`src/shared/fssr_defines.svh`:
```
// Constants for the frame statistics and self-test register bank.
// Assumes inclusion by bare name from shared/ on the include path.
`ifndef FSSR_DEFINES_SVH
`define FSSR_DEFINES_SVH

// Register offsets on the serial port
`define FSSR_ADDR_PIX_TOTAL 7'h0a
`define FSSR_ADDR_DARKEST 7'h0b
`define FSSR_ADDR_RESULT0 7'h0c
`define FSSR_ADDR_RESULT1 7'h0d
`define FSSR_ADDR_RESULT2 7'h0e
`define FSSR_ADDR_RESULT3 7'h0f
`define FSSR_ADDR_DIAG 7'h10
`define FSSR_ADDR_RES_CFG 7'h12

// Reset values
`define FSSR_RST_PIX_TOTAL 8'h80
`define FSSR_RST_DARKEST 8'h00
`define FSSR_RST_RESULT 8'h00
`define FSSR_RST_RES_CFG 8'h28

// Self-test result bytes
`define FSSR_RESULT0_VAL 8'hf4
`define FSSR_RESULT1_VAL 8'h54
`define FSSR_RESULT2_VAL 8'h6d
`define FSSR_RESULT3_VAL 8'heb

// Field positions
`define FSSR_DIAG_RUN_POS 0
`define FSSR_CPI_HI 6
`define FSSR_CPI_LO 5
`define FSSR_CMD_WRITE_POS 7

// Limits of the frame statistics
`define FSSR_PIX_MAX 8'hfe
`define FSSR_TOTAL_MAX 8'ha7

// Timing
`define FSSR_CLK_HZ 64'd20000000
`define FSSR_TEST_MS 64'd250
`define FSSR_TEST_CYC_DEF (`FSSR_TEST_MS * `FSSR_CLK_HZ / 64'd1000)
`define FSSR_TEST_MARGIN 32'd64
`define FSSR_SCLK_HALF 5'd16
`define FSSR_CHIP_RST_CYC 5'd8

`endif

```
`src/shared/fssr_pkg.sv`:
```
// Types for the frame statistics and self-test register bank.
// Assumes nothing beyond a SystemVerilog compiler.
package fssr_pkg;

    typedef enum logic {
        D_RUN = 1'b0,
        D_TEST = 1'b1
    } fssr_mode_t;

    typedef enum logic [2:0] {
        H_IDLE = 3'b000,
        H_RESET = 3'b001,
        H_LEAD = 3'b010,
        H_BITS = 3'b011,
        H_TAIL = 3'b100,
        H_TEST = 3'b101
    } fssr_hstate_t;

    typedef struct packed {
        logic [3:0][2:0] syn;
        logic [3:0] pin;
        fssr_mode_t mode;
        logic [22:0] tcnt;
        logic [4:0] bits;
        logic [7:0] shin;
        logic [7:0] cmd;
        logic [7:0] tx;
        logic miso_oe;
        logic [17:0] acc;
        logic [7:0] minv;
        logic [7:0] total;
        logic [7:0] darkest;
        logic [7:0] res;
        logic [3:0][7:0] result;
        logic [11:0] scaled;
    } fssr_dev_st_t;

    typedef struct packed {
        fssr_hstate_t state;
        logic [4:0] tmr;
        logic [5:0] hcnt;
        logic [15:0] sh;
        logic [7:0] rx;
        logic ncs;
        logic sclk;
        logic mosi;
        logic chip_rst;
        logic [2:0] ms;
        logic miso_f;
        logic ready;
        logic rsp_valid;
        logic [7:0] rsp_data;
        logic test_pend;
        logic need_reset;
        logic test_done;
        logic [4:0] shadow;
        logic [22:0] wcnt;
    } fssr_host_st_t;

endpackage : fssr_pkg

```
`src/shared/fssr_link_if.sv`:
```
// Four-wire serial link plus chip reset between host and sensor.
// Assumes both ends run on the same nominal clock but sample pins asynchronously.
`timescale 1ns/1ns
interface fssr_link_if;
    logic ncs;
    logic sclk;
    logic mosi;
    logic chip_rst;
    logic miso;
    logic miso_oe;
    logic miso_line;

    // Weak pull-up when the sensor releases its data output
    assign miso_line = miso_oe ? miso : 1'b1;

    modport device (
        input ncs,
        input sclk,
        input mosi,
        input chip_rst,
        output miso,
        output miso_oe
    );

    modport host (
        output ncs,
        output sclk,
        output mosi,
        output chip_rst,
        input miso_line
    );
endinterface : fssr_link_if

```
`src/core/fssr_device.sv`:
```
// Sensor end: frame statistics, self test and resolution registers on a serial port.
// Assumes a pixel stream on CLK_SYS and a host that keeps the link protocol.
`timescale 1ns/1ns
`include "fssr_defines.svh"

// Function
// RL1 - Sum pixels in 18 bits, report top eight
// RL2 - Pixel total capped at 167, per frame
// RL3 - Host averages as total times 1024/676
// RL4 - Report darkest pixel, 0 to 254, per frame
// RL5 - First result byte holds F4 after test
// RL6 - Second result byte holds 54 after test
// RL7 - Third result byte holds 6D after test
// RL8 - Fourth result byte holds EB after test
// RL9 - Writing run bit one starts self test
// RL10 - Test lasts 250 ms, then results ready
// RL11 - Host stays off the port during test
// RL12 - Host resets chip before starting test
// RL13 - Host resets chip after test completes
// RL14 - Resolution select bits pick 400 to 1600
// RL15 - Motion counts scale with selected resolution
// RL16 - Host writes bit seven zero, keeps reserved
// RL17 - Resolution register resets to 800 cpi
module fssr_device
    import fssr_pkg::*;
#(
    parameter int unsigned TEST_CYCLES = 32'(`FSSR_TEST_CYC_DEF)
) (
    input wire logic CLK_SYS,
    input wire logic SRST,
    fssr_link_if.device LINK,
    input wire logic PIX_VALID,
    input wire logic [7:0] PIX_DATA,
    input wire logic FRAME_END,
    input wire logic MOT_VALID,
    input wire logic [7:0] MOT_STEP,
    output logic [11:0] MOT_SCALED,
    output logic [1:0] CPI_SELECT,
    output logic SELFTEST_BUSY
);

    localparam int PIN_NCS = 0;
    localparam int PIN_SCLK = 1;
    localparam int PIN_MOSI = 2;
    localparam int PIN_RST = 3;

    // Select stages start at the idle high level so no false select follows reset
    localparam fssr_dev_st_t DEV_RST = '{
        syn: 12'h007,
        pin: 4'b0001,
        mode: D_RUN,
        tcnt: '0,
        bits: '0,
        shin: '0,
        cmd: '0,
        tx: '0,
        miso_oe: 1'b0,
        acc: '0,
        minv: `FSSR_PIX_MAX,
        total: `FSSR_RST_PIX_TOTAL,
        darkest: `FSSR_RST_DARKEST,
        res: `FSSR_RST_RES_CFG,
        result: {4{`FSSR_RST_RESULT}},
        scaled: '0
    };

    fssr_dev_st_t st;
    fssr_dev_st_t next_st;
    logic [3:0] pin_raw;

    assign pin_raw = {LINK.chip_rst, LINK.mosi, LINK.sclk, LINK.ncs};

    // Register read decode
    function automatic logic [7:0] fssr_read(input fssr_dev_st_t s, input logic [6:0] a);
        logic [7:0] d;
        d = 8'h00;
        case (a)
            `FSSR_ADDR_PIX_TOTAL: d = s.total;
            `FSSR_ADDR_DARKEST: d = s.darkest;
            `FSSR_ADDR_RESULT0: d = s.result[0];
            `FSSR_ADDR_RESULT1: d = s.result[1];
            `FSSR_ADDR_RESULT2: d = s.result[2];
            `FSSR_ADDR_RESULT3: d = s.result[3];
            `FSSR_ADDR_RES_CFG: d = {1'b0, s.res[6:0]};
            default: d = 8'h00;
        endcase
        return d;
    endfunction : fssr_read

    always_comb begin
        logic rise;
        logic fall;
        logic sel;
        logic mosi_bit;
        logic [7:0] p;
        logic [18:0] sum;
        logic [17:0] a_new;
        logic [7:0] m_new;
        logic [7:0] wdata;
        logic [2:0] mult;
        logic [11:0] step_ext;
        fssr_dev_st_t tmp;
        rise = 1'b0;
        fall = 1'b0;
        sel = 1'b0;
        mosi_bit = 1'b0;
        p = 8'h00;
        sum = '0;
        a_new = '0;
        m_new = 8'h00;
        wdata = 8'h00;
        mult = 3'h0;
        step_ext = 12'h000;
        tmp = DEV_RST;
        next_st = st;

        // Pin synchronisers, change accepted when second and third stages agree
        for (int i = 0; i < 4; i++) begin
            next_st.syn[i] = {st.syn[i][1:0], pin_raw[i]};
            if (st.syn[i][1] == st.syn[i][2]) begin
                next_st.pin[i] = st.syn[i][2];
            end
        end
        rise = next_st.pin[PIN_SCLK] & ~st.pin[PIN_SCLK];
        fall = ~next_st.pin[PIN_SCLK] & st.pin[PIN_SCLK];
        sel = ~next_st.pin[PIN_NCS];
        mosi_bit = st.pin[PIN_MOSI];

        // Frame statistics
        p = (PIX_DATA > `FSSR_PIX_MAX) ? `FSSR_PIX_MAX : PIX_DATA; // [RL4]
        sum = {1'b0, st.acc} + {11'h000, p};
        a_new = st.acc;
        m_new = st.minv;
        if (PIX_VALID) begin
            a_new = sum[18] ? 18'h3ffff : sum[17:0]; // [RL1]
            if (p < m_new) begin
                m_new = p; // [RL4]
            end
        end
        if (FRAME_END) begin
            next_st.total = (a_new[17:10] > `FSSR_TOTAL_MAX) ? `FSSR_TOTAL_MAX
                                                            : a_new[17:10]; // [RL1] [RL2]
            next_st.darkest = m_new; // [RL4]
            next_st.acc = '0;
            next_st.minv = `FSSR_PIX_MAX;
        end else begin
            next_st.acc = a_new;
            next_st.minv = m_new;
        end

        // Motion scaling by resolution step
        mult = {1'b0, st.res[`FSSR_CPI_HI:`FSSR_CPI_LO]} + 3'h1;
        step_ext = {{4{MOT_STEP[7]}}, MOT_STEP};
        if (MOT_VALID) begin
            next_st.scaled = step_ext * {9'h000, mult}; // [RL15]
        end

        // Serial port, ignored while the self test runs
        if (!sel) begin
            next_st.bits = '0;
            next_st.miso_oe = 1'b0;
        end else begin
            next_st.miso_oe = 1'b1;
            if (rise && st.mode == D_RUN && st.bits != 5'd16) begin // [RL11]
                next_st.shin = {st.shin[6:0], mosi_bit};
                next_st.bits = st.bits + 5'd1;
                if (st.bits == 5'd7) begin
                    next_st.cmd = {st.shin[6:0], mosi_bit};
                    next_st.tx = fssr_read(st, {st.shin[5:0], mosi_bit});
                end
                if (st.bits == 5'd15 && st.cmd[`FSSR_CMD_WRITE_POS]) begin
                    wdata = {st.shin[6:0], mosi_bit};
                    case (st.cmd[6:0])
                        `FSSR_ADDR_DIAG: begin
                            if (wdata[`FSSR_DIAG_RUN_POS]) begin
                                next_st.mode = D_TEST; // [RL9]
                                next_st.tcnt = '0;
                            end
                        end
                        `FSSR_ADDR_RES_CFG: begin
                            next_st.res = {1'b0, wdata[6:0]}; // [RL14]
                        end
                        default: begin
                            next_st.res = st.res;
                        end
                    endcase
                end
            end
            if (fall && st.bits >= 5'd9) begin
                next_st.tx = {st.tx[6:0], 1'b0};
            end
        end

        // Self-test timer
        case (st.mode)
            D_TEST: begin
                next_st.tcnt = st.tcnt + 23'd1;
                if (st.tcnt == 23'(TEST_CYCLES - 32'd1)) begin // [RL10]
                    next_st.mode = D_RUN;
                    next_st.result[0] = `FSSR_RESULT0_VAL; // [RL5]
                    next_st.result[1] = `FSSR_RESULT1_VAL; // [RL6]
                    next_st.result[2] = `FSSR_RESULT2_VAL; // [RL7]
                    next_st.result[3] = `FSSR_RESULT3_VAL; // [RL8]
                end
            end
            default: begin
                next_st.tcnt = '0;
            end
        endcase

        // Chip reset from the host returns everything but the pin stages
        if (next_st.pin[PIN_RST]) begin
            tmp = DEV_RST; // [RL17]
            tmp.syn = next_st.syn;
            tmp.pin = next_st.pin;
            next_st = tmp;
        end
    end

    always_ff @(posedge CLK_SYS) begin
        if (SRST) begin
            st <= DEV_RST; // [RL17]
        end else begin
            st <= next_st;
        end
    end

    assign LINK.miso = st.tx[7];
    assign LINK.miso_oe = st.miso_oe;
    assign MOT_SCALED = st.scaled;
    assign CPI_SELECT = st.res[`FSSR_CPI_HI:`FSSR_CPI_LO]; // [RL14]
    assign SELFTEST_BUSY = (st.mode == D_TEST);

endmodule : fssr_device

```
`src/flat_wrapper.sv`:
```
// flat-port wrapper written by rule: the top's interface ports become plain ports
module fssr_device_flat import fssr_pkg::*;
#(
    parameter int unsigned TEST_CYCLES = 32'(`FSSR_TEST_CYC_DEF)
)
  (CLK_SYS, SRST, PIX_VALID, PIX_DATA, FRAME_END, MOT_VALID, MOT_STEP, MOT_SCALED, CPI_SELECT, SELFTEST_BUSY, LINK_ncs, LINK_sclk, LINK_mosi, LINK_chip_rst, LINK_miso, LINK_miso_oe);
  fssr_link_if LINK_i ();
  input wire logic CLK_SYS;
  input wire logic SRST;
  input wire logic PIX_VALID;
  input wire logic [7:0] PIX_DATA;
  input wire logic FRAME_END;
  input wire logic MOT_VALID;
  input wire logic [7:0] MOT_STEP;
  output logic [11:0] MOT_SCALED;
  output logic [1:0] CPI_SELECT;
  output logic SELFTEST_BUSY;
  input wire logic [$bits(LINK_i.ncs)-1:0] LINK_ncs;
  input wire logic [$bits(LINK_i.sclk)-1:0] LINK_sclk;
  input wire logic [$bits(LINK_i.mosi)-1:0] LINK_mosi;
  input wire logic [$bits(LINK_i.chip_rst)-1:0] LINK_chip_rst;
  output wire logic [$bits(LINK_i.miso)-1:0] LINK_miso;
  output wire logic [$bits(LINK_i.miso_oe)-1:0] LINK_miso_oe;
  assign LINK_i.ncs = LINK_ncs;
  assign LINK_i.sclk = LINK_sclk;
  assign LINK_i.mosi = LINK_mosi;
  assign LINK_i.chip_rst = LINK_chip_rst;
  assign LINK_miso = LINK_i.miso;
  assign LINK_miso_oe = LINK_i.miso_oe;
  fssr_device #(.TEST_CYCLES(TEST_CYCLES)) u_core (.CLK_SYS(CLK_SYS), .SRST(SRST), .LINK(LINK_i), .PIX_VALID(PIX_VALID), .PIX_DATA(PIX_DATA), .FRAME_END(FRAME_END), .MOT_VALID(MOT_VALID), .MOT_STEP(MOT_STEP), .MOT_SCALED(MOT_SCALED), .CPI_SELECT(CPI_SELECT), .SELFTEST_BUSY(SELFTEST_BUSY));
endmodule
```
`config.mk`:
```
export PLATFORM = sky130hd
export DESIGN_NAME = fssr_device_flat
export DESIGN_NICKNAME = d
export VERILOG_FILES = /design/src/shared/fssr_pkg.sv /design/src/shared/fssr_link_if.sv /design/src/core/fssr_device.sv /design/src/flat_wrapper.sv
export VERILOG_INCLUDE_DIRS = /design/src /design/src/shared
export SDC_FILE = /design/constraint.sdc
export NUM_CORES = 1
export LEC_CHECK = 0
export BUFFER_PORTS_ARGS = -buffer_cell sky130_fd_sc_hd__buf_2
export CAP_MARGIN = 10
export CORE_UTILIZATION = 35
export DETAILED_ROUTE_END_ITERATION = 16
export PLACE_DENSITY = 0.6
export SETUP_SLACK_MARGIN = 0.02
export SLEW_MARGIN = 20
export SYNTH_ARGS = -nofsm -noshare
export SYNTH_HDL_FRONTEND = slang
export SYNTH_SLANG_ARGS = --single-unit
export TNS_END_PERCENT = 10
```
`constraint.sdc`:
```
create_clock -name CLK_SYS -period 4.45 [get_ports CLK_SYS]
set_clock_uncertainty 0.1 [all_clocks]
set_input_delay 0.2225 -clock CLK_SYS [delete_from_list [all_inputs] [get_ports CLK_SYS]]
set_output_delay 0.2225 -clock CLK_SYS [all_outputs]
set_load 0.03 [all_outputs]
```
After elaboration in Yosys (flattened, before gate mapping)
Cells that the tools add are included.

Add/sub/neg operators: 4. $mul: 1. Magnitude comparators: 4. Eq/ne operators: 17. Multiplexer cells: 34. Bitwise logic cells: 6. Reductions and logical operators: 15.

Operator list (number): $mux 152 (1); $mux 24 (5); $mux 32 (2); $mux 8 (8); $pmux 8 s7 (1); $mux 53 (1); $eq 7x4->1 const B (6); $mux 18 (2); $mux 16 (2); $mux 26 (1); $add 23x1->23 const B (1); $eq 23x23->1 const B (1); $mux 23 (1); $eq 7x5->1 const B (3); $add 18x8->19 (1); $gt 8x8->1 const B (2); $mul 8x4->12 (1); $mux 12 (1); $reduce_or 3->1 (3); $lt 8x8->1 (1); $mux 1 (7); $mux 7 (1); $reduce_and 3->1 (2); $add 5x1->5 const B (1); 14 further kinds (26).

Register bits: 134. Output and inout port bits: 17. Logic and storage cells: 103.

Depth between registers and ports, before layout
Gate-level depths: netlist of run 1.

Word-level depth: 10. Gate-level depth with buffers: 15. Depth with buffers taken out: 15.

Least setup slack after synthesis of run 1
Ideal clock, no wire load.

Path kind: flip-flop to flip-flop. From: register u_core.st (netlist bit u_core.CPI_SELECT[0]). To: register u_core.st (netlist bit u_core.MOT_SCALED[10]). Setup time: 0.128 ns. Data arrival time: 3.228 ns. Required time: 4.222 ns. Slack: 0.994 ns. Stages on the path, launching flop included: 16. Path buffers: 0. Cells stage by stage: dfxtp_1 > ha_1 > and2_1 > ha_1 > inv_1 > fa_1 > inv_1 > fa_1 > a21o_1 > a21oi_1 > o21bai_1 > a21oi_1 > o21ai_0 > xor2_1 > mux2i_1 > nor2_1.

Longest elaborated chain between the ends: 2.

RTL lines: from (decl) (RTL line fssr_device.sv:67) `fssr_dev_st_t st;`; from (signal assigned) (RTL line fssr_device.sv:224) `st <= next_st;`; $add 2x1->3 (RTL line fssr_device.sv:152) `` mult = {1'b0, st.res[`FSSR_CPI_HI:`FSSR_CPI_LO]} + 3'h1; ``; $mul 8x4->12 (RTL line fssr_device.sv:155) `next_st.scaled = step_ext * {9'h000, mult};`.

Every way passes these cells. A chain may end at the register's enable or synchronous reset.

Worst setup path after layout of run 1
From: register u_core.st (netlist bit u_core.CPI_SELECT[1]). To: register u_core.st (netlist bit u_core.MOT_SCALED[11]).

Same word-level chain as after synthesis.

==> results of run 1 <==
==> flip-flops by register name, indices dropped and copies added (netlist names) <==
| register | count |
|---|---|
| u_core.SELFTEST_BUSY | 1 |
| u_core.LINK.miso | 1 |
| u_core.MOT_SCALED | 12 |
| u_core.LINK.miso_oe | 1 |
| u_core.st | 114 |
| u_core.CPI_SELECT | 2 |
==> layout by cell type, fill, tap and decap left out, types with 3 or more instances in the layout <==
cell type / n
buf_2: 41
o21ai_1: 3
clkinvlp_4: 4
a21o_1: 8
o21bai_1: 3
dfxtp_1: 131
nand2b_1: 14
inv_6: 3
a221o_1: 3
a31oi_1: 15
and3_1: 10
xnor2_1: 16
nor2b_1: 15
nand4_1: 11
fa_1: 9
and2_1: 21
or2_2: 6
a21oi_1: 46
xor2_1: 21
o21ai_0: 31
ha_1: 42
clkbuf_16: 17
nand3b_1: 5
a211oi_1: 5
inv_1: 54
or3_1: 5
dlygate4sd3_1: 5
nor2_1: 88
buf_4: 5
mux2i_1: 44
nor4b_1: 4
nor3_1: 9
nand3_1: 18
clkinv_4: 3
mux2_2: 6
nand2_1: 49
==> worst paths after layout <==
kind,from,end,cells past startpoint
hold reg to reg,u_core.st[152],u_core.st[153],1
setup reg to reg,u_core.CPI_SELECT[1],u_core.MOT_SCALED[11],15
setup / recovery,u_core.CPI_SELECT[1],u_core.MOT_SCALED[11],15
hold / removal,PIX_DATA[1],u_core.st[69],3
==> worst max-delay path: stages (launching register included) <==
cell and delay, ns:
dfxtp_1 0.39, ha_1 0.32, and2_1 0.19, ha_1 0.28, inv_1 0.05, fa_1 0.52, inv_1 0.07, ha_1 0.30
a21o_1 0.17, a211oi_1 0.31, o21ai_0 0.20, a31o_2 0.26, a21oi_1 0.17, xnor2_1 0.09, mux2i_1 0.13, nor2_1 0.05
==> per-stage QoR <==
| stage | setup slack, ns | cells | hold WS (ns) |
|---|---|---|---|
| 2_1_floorplan | 0.994 | 786 | 0.226 |
| 3_5_place_dp | 0.728 | 1051 | 0.309 |
| 6_report | 0.715 | 1088 | 0.0293 |
| 5_1_grt | 0.427 | 1088 | 0.0312 |
| 4_1_cts | 0.705 | 1088 | 0.00751 |
| 3_3_place_gp | 0.796 | 1051 | 0.306 |
==> area by class of cell <==
cell class | count | area [µm²]
clock buffer | 18 | 439
tap | 265 | 332
fill | 1934 | 11500
clock inverter | 14 | 153
sequential | 131 | 2620
timing repair buffer | 51 | 293
inverter | 55 | 206
multi-input combinational | 554 | 3900
==> power by group through the flow <==
stage          Combinational (mW)  Sequential, mW  Clock (mW)
6_report                    0.182            1.21        1.40
3_3_place_gp                0.179            1.24           0
3_5_place_dp                0.181            1.24           0
2_1_floorplan               0.143            1.23           0
4_1_cts                     0.185            1.21        1.44
5_1_grt                     0.207            1.21        1.50
==> cell families (layout without fill, tap and decap cells) <==
| family | count (synthesis) | count (layout) | synth area share, % |
|---|---|---|---|
| buf+inv | 101 | 138 | 6.45 |
| flops | 131 | 131 | 37.6 |
| compound gates | 140 | 140 | 13.2 |
| mux | 50 | 50 | 7.29 |
| xor+xnor | 37 | 37 | 4.65 |
| fa+ha+maj | 53 | 53 | 10.4 |
| simple gates | 274 | 274 | 20.3 |
==> layer usage <==
metal | up-vias | global-route usage (%) | wire length (µm)
met5 | - | 0 | 13
met4 | 2 | 5.94 | 218
met3 | 19 | 3.49 | 456
met2 | 70 | 24.3 | 6510
met1 | 2409 | 18.7 | 6820
li1 | 2745 | - | -
==> what timing repair did <==
item | 4_1_cts | 5_1_grt
resized for setup | 0 | 0
hold buffers | 5 | 0
endpoints found under the hold margin | 5 | 0
==> results.yml, run 1 <==
synth:
  synth-async-reset-ratio_pct: 0
  synth_nets: 862
  synth.avg_cell_area_um2: 8.87
  ys_seq_area_share_pct: 37.6
  synthTopCellsByArea: "dfxtp_1 38%, ha_1 7.5%, mux2i_1 6.3%"
  yosysTopAreaCell: "dfxtp_1"
  yosysMostFrequentCell: "dfxtp_1"
  synth-seq-cells: 131
  synth_enable_flop_cells: 0
  netlist-cell-type-count: 72
  ys.warnings.count: 0
  ys_top_cells_by_count: "131 x dfxtp_1, 88 x nor2_1, 54 x inv_1"
  synthFlopType: "dfxtp_1"
  syn_area_mm2: 0.00697
  synth_top_cell_area_share_pct: 37.6
  syn_inst: 786
timing:
  timing_hold_violations_final: 0
  post-route-min-period_ns: 3.73
  rsz0062_at_grt: "false"
  slew_violations: 0
  tns_ns: 0
  maxSlewHeadroom_pct: 50.9
  fmaxAchievable_mhz: 268
  setup_violations: 0
  period_share_pct: 83.9
  tightest_slew_ns: 0.735
route:
  via_count: 5245
  dr.first_iter.drc_count: 218
  drtAntennaViolNets: 0
  drc_errors: 0
  drt_wl_total_um: 14000
  drt-pass1-iter-count: 4
  post_drt_wl_per_cell_um: 12.9
  vias_per_cell: 4.82
power_and_ir_drop:
  combPwrFrac_pct: 6.5
  p_sw_share_pct: 24.2
  p_int_mw: 2.12
  ir_worst_vdd_uv: 185
  seqPwrFrac_pct: 43.4
  clkPwrFrac_pct: 50.1
  p_per_area_mw_per_mm2: 351
  power_mw: 2.79
  p_leak_nw: 3.31
  p_switching_uw: 675
critical_path:
  arrival_ns: 3.93
  worstSetupStartpointType: "flop"
  rrSetupSlack_ns: 0.72
  cp_max_fo: 8
  crit_required_ns: 4.64
  setup.worst_path.end_class: "flop"
  crit_type: "reg -> reg"
clock_network:
  post_cts.repair.setup_buffers: 0
  cts.htree.levels: 4
  cts_made_buffers: 17
  cts.path.max_buffers: 2
  clk_pin_slew_ns: 0.06
  cts_root_buffer: "clkbuf_16"
  cts.sinks: 131
  worst_skew_pair.late_latency_ns: 0.42
  tritoncts: "done"
placed_design:
  hpwl_um: 10100
  port_buffers: 41
  place_area_mm2: 0.00730
  gp_congestion: 0.789
floorplan:
  num_io_pins: 42
  die_area_mm2: 0.0205
  core_mm2: 0.0195
  num_rows: 51
  start_util_pct: 35.8
  die_h_um: 143
  die-width_um: 143
hold_path:
  hp-class: "in -> reg"
run:
  drv_cap: 0
layout:
  layout.nets: 886
  drive_gt1_share_pct: 13.6
  post-route-util_pct: 40.8
  n_antenna_cell: 0
  fin_area_mm2: 0.00794
  syn2layout_area_growth_pct: 14.0
global_routing:
  grt_max_degree: 45
  grt_overflow: 0
  grt_pass1_wl_um: 23900
  track_usage_pct: 14.8
  antenna_found_initial: 1
  grt_pass1_vias: 4981
status:
  outcome: "complete, no violations"
No activity file was read; power rests on OpenSTA's default activity.
==> run 2: changes to the inputs <==
--- a/config.mk
+++ b/config.mk
@@ -6,6 +6,7 @@
 export SDC_FILE = /design/constraint.sdc
 export NUM_CORES = 1
 export LEC_CHECK = 0
+export ABC_AREA = 1
 export BUFFER_PORTS_ARGS = -buffer_cell sky130_fd_sc_hd__buf_2
 export CAP_MARGIN = 10
 export CORE_UTILIZATION = 35
==> constraint.sdc (replaced) <==
create_clock -name CLK_SYS -period 3.75 [get_ports CLK_SYS]
set_clock_uncertainty 0.1 [all_clocks]
set_input_delay 0.1875 -clock CLK_SYS [delete_from_list [all_inputs] [get_ports CLK_SYS]]
set_output_delay 0.1875 -clock CLK_SYS [all_outputs]
set_load 0.03 [all_outputs]
==> run 2 against run 1 <==
Net effect:
- worst setup slack worse by 0.35 ns
- total power rose by 25%
- via count rose by 20%
- sequential power increased by 19%
- register-to-register slack worse by 0.35 ns
- non-clock buffer count grew 2
- sequential share of layout area shrank 2.1 points
- largest power group unchanged
- critical path type unchanged
- highest routed layer is now met4
==> results.yml, run 2 <==
timing:
  slew_violations: 0
  timing_hold_violations_final: 0
  rsz0062_at_grt: "false"
  fmaxAchievable_mhz: 295
  maxSlewHeadroom_pct: 44.6
  post-route-min-period_ns: 3.39
  tightest_slew_ns: 0.830
  period_share_pct: 90.4
  setup_violations: 0
  tns_ns: 0
critical_path:
  cpMostUsedCell: "inv_1"
  crit_type: "reg -> reg"
  crit_required_ns: 3.97
  arrival_ns: 3.61
  path_buf_inv: 4
  critPathMaxStageDelay_ns: 0.52
  rrSetupSlack_ns: 0.36
  worstSetupStartpointType: "flop"
  cp_max_fo: 8
  ff2ff_path_depth: 15
  cp_slowest_cell: "fa_1"
  path_cells: "ha_1 -> nand2_1 -> inv_1 -> ha_1 -> inv_1 -> fa_1 -> inv_1 -> ha_1 -> a21oi_1 -> o21ai_0 -> a21oi_1 -> o21ai_0 -> xor2_1 -> o21ai_0 -> inv_1"
  r2r_start: "u_core.CPI_SELECT[0]"
  setup.worst_path.end_class: "flop"
  rr_endpoint: "u_core.MOT_SCALED[9]"
  critical-path-top-delay-family: "adder cells"
hold_path:
  holdPathEnd: "u_core.MOT_SCALED[1]"
  min_path_cells: 3
  hp-class: "in -> reg"
  worstHoldStart: "MOT_VALID"
layout:
  multi_input_area_mm2: 0.00390
  drive_gt1_share_pct: 10.7
  register_area_mm2: 0.00262
  syn2layout_area_growth_pct: 14.6
  largest_reg_flops: 114
  instances_no_fill: 1363
  final_common_cell: "nand2_1"
  regMostFlops: "u_core.st"
  layout.nets: 1156
  n_antenna_cell: 0
  fillCellCount: 2114
  most-common-layout-cells: "241 x nand2_1, 171 x inv_1, 131 x dfxtp_1"
placed_design:
  place_inst: 1322
  gp_congestion: 0.876
  hpwl_um: 11900
  port_buffers: 41
synth:
  yosysMostFrequentCell: "nand2_1"
  syn_inst: 1048
  synth_enable_flop_cells: 0
  synthTopCellsByArea: "dfxtp_1 35%, nand2_1 12%, inv_1 8.7%"
  netlist-cell-type-count: 52
  synth-seq-cells: 131
  ys_top_cells_by_count: "241 x nand2_1, 171 x inv_1, 131 x dfxtp_1"
  ys_seq_area_share_pct: 35.5
  synthFlopType: "dfxtp_1"
  synth.avg_cell_area_um2: 7.06
  syn_area_mm2: 0.00740
  yosysTopAreaCell: "dfxtp_1"
  synth_nets: 1124
  ys.warnings.count: 0
  synth-async-reset-ratio_pct: 0
  synth_top_cell_area_share_pct: 35.5
global_routing:
  grt_pass1_vias: 6016
  grt_overflow: 0
  grt_pass1_wl_um: 27300
  antenna_found_initial: 0
  track_usage_pct: 15.6
  grt_max_degree: 29
route:
  drt-pass1-iter-count: 4
  via_count: 6316
  drtAntennaViolNets: 0
  post_drt_wl_per_cell_um: 11.7
  drt_wl_total_um: 15900
  drc_errors: 0
  vias_per_cell: 4.63
  dr.first_iter.drc_count: 292
clock_network:
  cts.htree.levels: 4
  cts.sinks: 131
  cts_resized: 0
  worst_skew_pair.late_latency_ns: 0.42
  cts_root_buffer: "clkbuf_16"
  postCtsHoldBufs: 9
  cts_made_buffers: 17
  cts.path.max_buffers: 2
  clk_pin_slew_ns: 0.06
  post_cts.repair.setup_buffers: 0
  tritoncts: "done"
run:
  drv_cap: 0
floorplan:
  start_util_pct: 36.1
  core_mm2: 0.0205
  die_area_mm2: 0.0217
  die_h_um: 147
  die-width_um: 147
  num_io_pins: 42
  num_rows: 52
power_and_ir_drop:
  p_leak_nw: 4.06
  p_per_area_mw_per_mm2: 410
  ir_worst_vdd_uv: 324
status:
  outcome: "complete, no violations"
-- run 2: changes by cell type in the layout (fill, tap and decap cells not counted), sizes merged, moves of 12 or more --
cell	delta
nand2b	-14
and2	-22
nor2	+19
o21ai	+25
nand2	+199
nor2b	-15
nand3	+36
a21oi	+29
xnor2	-12
mux2i	-44
inv	+117
-- run 2: cell type report --
| cell class | count | area share [%] |
|---|---|---|
| clock buffer | 21 | 5.55 |
| clock inverter | 11 | 2.04 |
| inverter | 174 | 7.74 |
| multi-input combinational | 703 | 46.0 |
| sequential | 131 | 30.9 |
| tap | 270 | 3.99 |
| timing repair buffer | 53 | 3.75 |
-- run 2: power breakdown --
group	total [mW]	leakage (nW)	switching (mW)	internal [mW]
sequential	1.44	1.06	0.0162	1.42
combinational	0.230	2.68	0.148	0.0829
clock	1.81	0.314	0.638	1.17
-- run 2: routing by layer --
layer	up-vias	share of wire, %	track usage (%)
met3	24	3.8	3.54
met5	-	0	0
met1	2792	51	20.4
met4	0	1.9	6.19
li1	3391	-	-
met2	109	43	24.8
-- run 2: through the flow --
stage | area, µm² | util, % | setup WS [ns] | hold WS, ns | power, mW
after CTS | 8470 | 41.3 | 0.395 | 0.0251 | 3.52
final | 8470 | 41.3 | 0.361 | 0.0415 | 3.48
after floorplan | 7400 | - | 0.575 | 0.166 | 1.64
after global placement | 7740 | 37.8 | 0.418 | 0.274 | 1.69
after detailed placement | 7740 | 37.8 | 0.403 | 0.276 | 1.69
after global routing | 8470 | 41.3 | 0.104 | 0.0536 | 3.61
-- run 2: cells by family (layout without fill, tap and decap cells) --
| family | count (synthesis) | in the layout | share of synthesized area, % |
|---|---|---|---|
| xor+xnor | 18 | 18 | 2.13 |
| simple gates | 468 | 468 | 28.5 |
| flops | 131 | 131 | 35.5 |
| buf+inv | 214 | 259 | 11.9 |
| compound gates | 166 | 166 | 12.5 |
| fa+ha+maj | 51 | 51 | 9.54 |
-- run 2: how the worst max path moves through the flow --
stage	from	end	depth (start not counted)
after global routing	u_core.CPI_SELECT[0]	u_core.MOT_SCALED[9]	15
after CTS	u_core.CPI_SELECT[0]	u_core.MOT_SCALED[9]	15
after detailed placement	u_core.CPI_SELECT[0]	u_core.MOT_SCALED[9]	15
after floorplan	u_core.CPI_SELECT[0]	u_core.MOT_SCALED[9]	16
after global placement	u_core.CPI_SELECT[0]	u_core.MOT_SCALED[9]	15
final	u_core.CPI_SELECT[0]	u_core.MOT_SCALED[9]	15
-- run 2: worst register-to-register path, stage by stage, from the launching register on --
cell	delay (ns)
dfxtp_1	0.34
ha_1	0.41
nand2_1	0.11
inv_1	0.04
ha_1	0.27
inv_1	0.05
fa_1	0.52
inv_1	0.04
ha_1	0.36
a21oi_1	0.20
o21ai_0	0.15
a21oi_1	0.22
o21ai_0	0.13
xor2_1	0.15
o21ai_0	0.14
inv_1	0.05
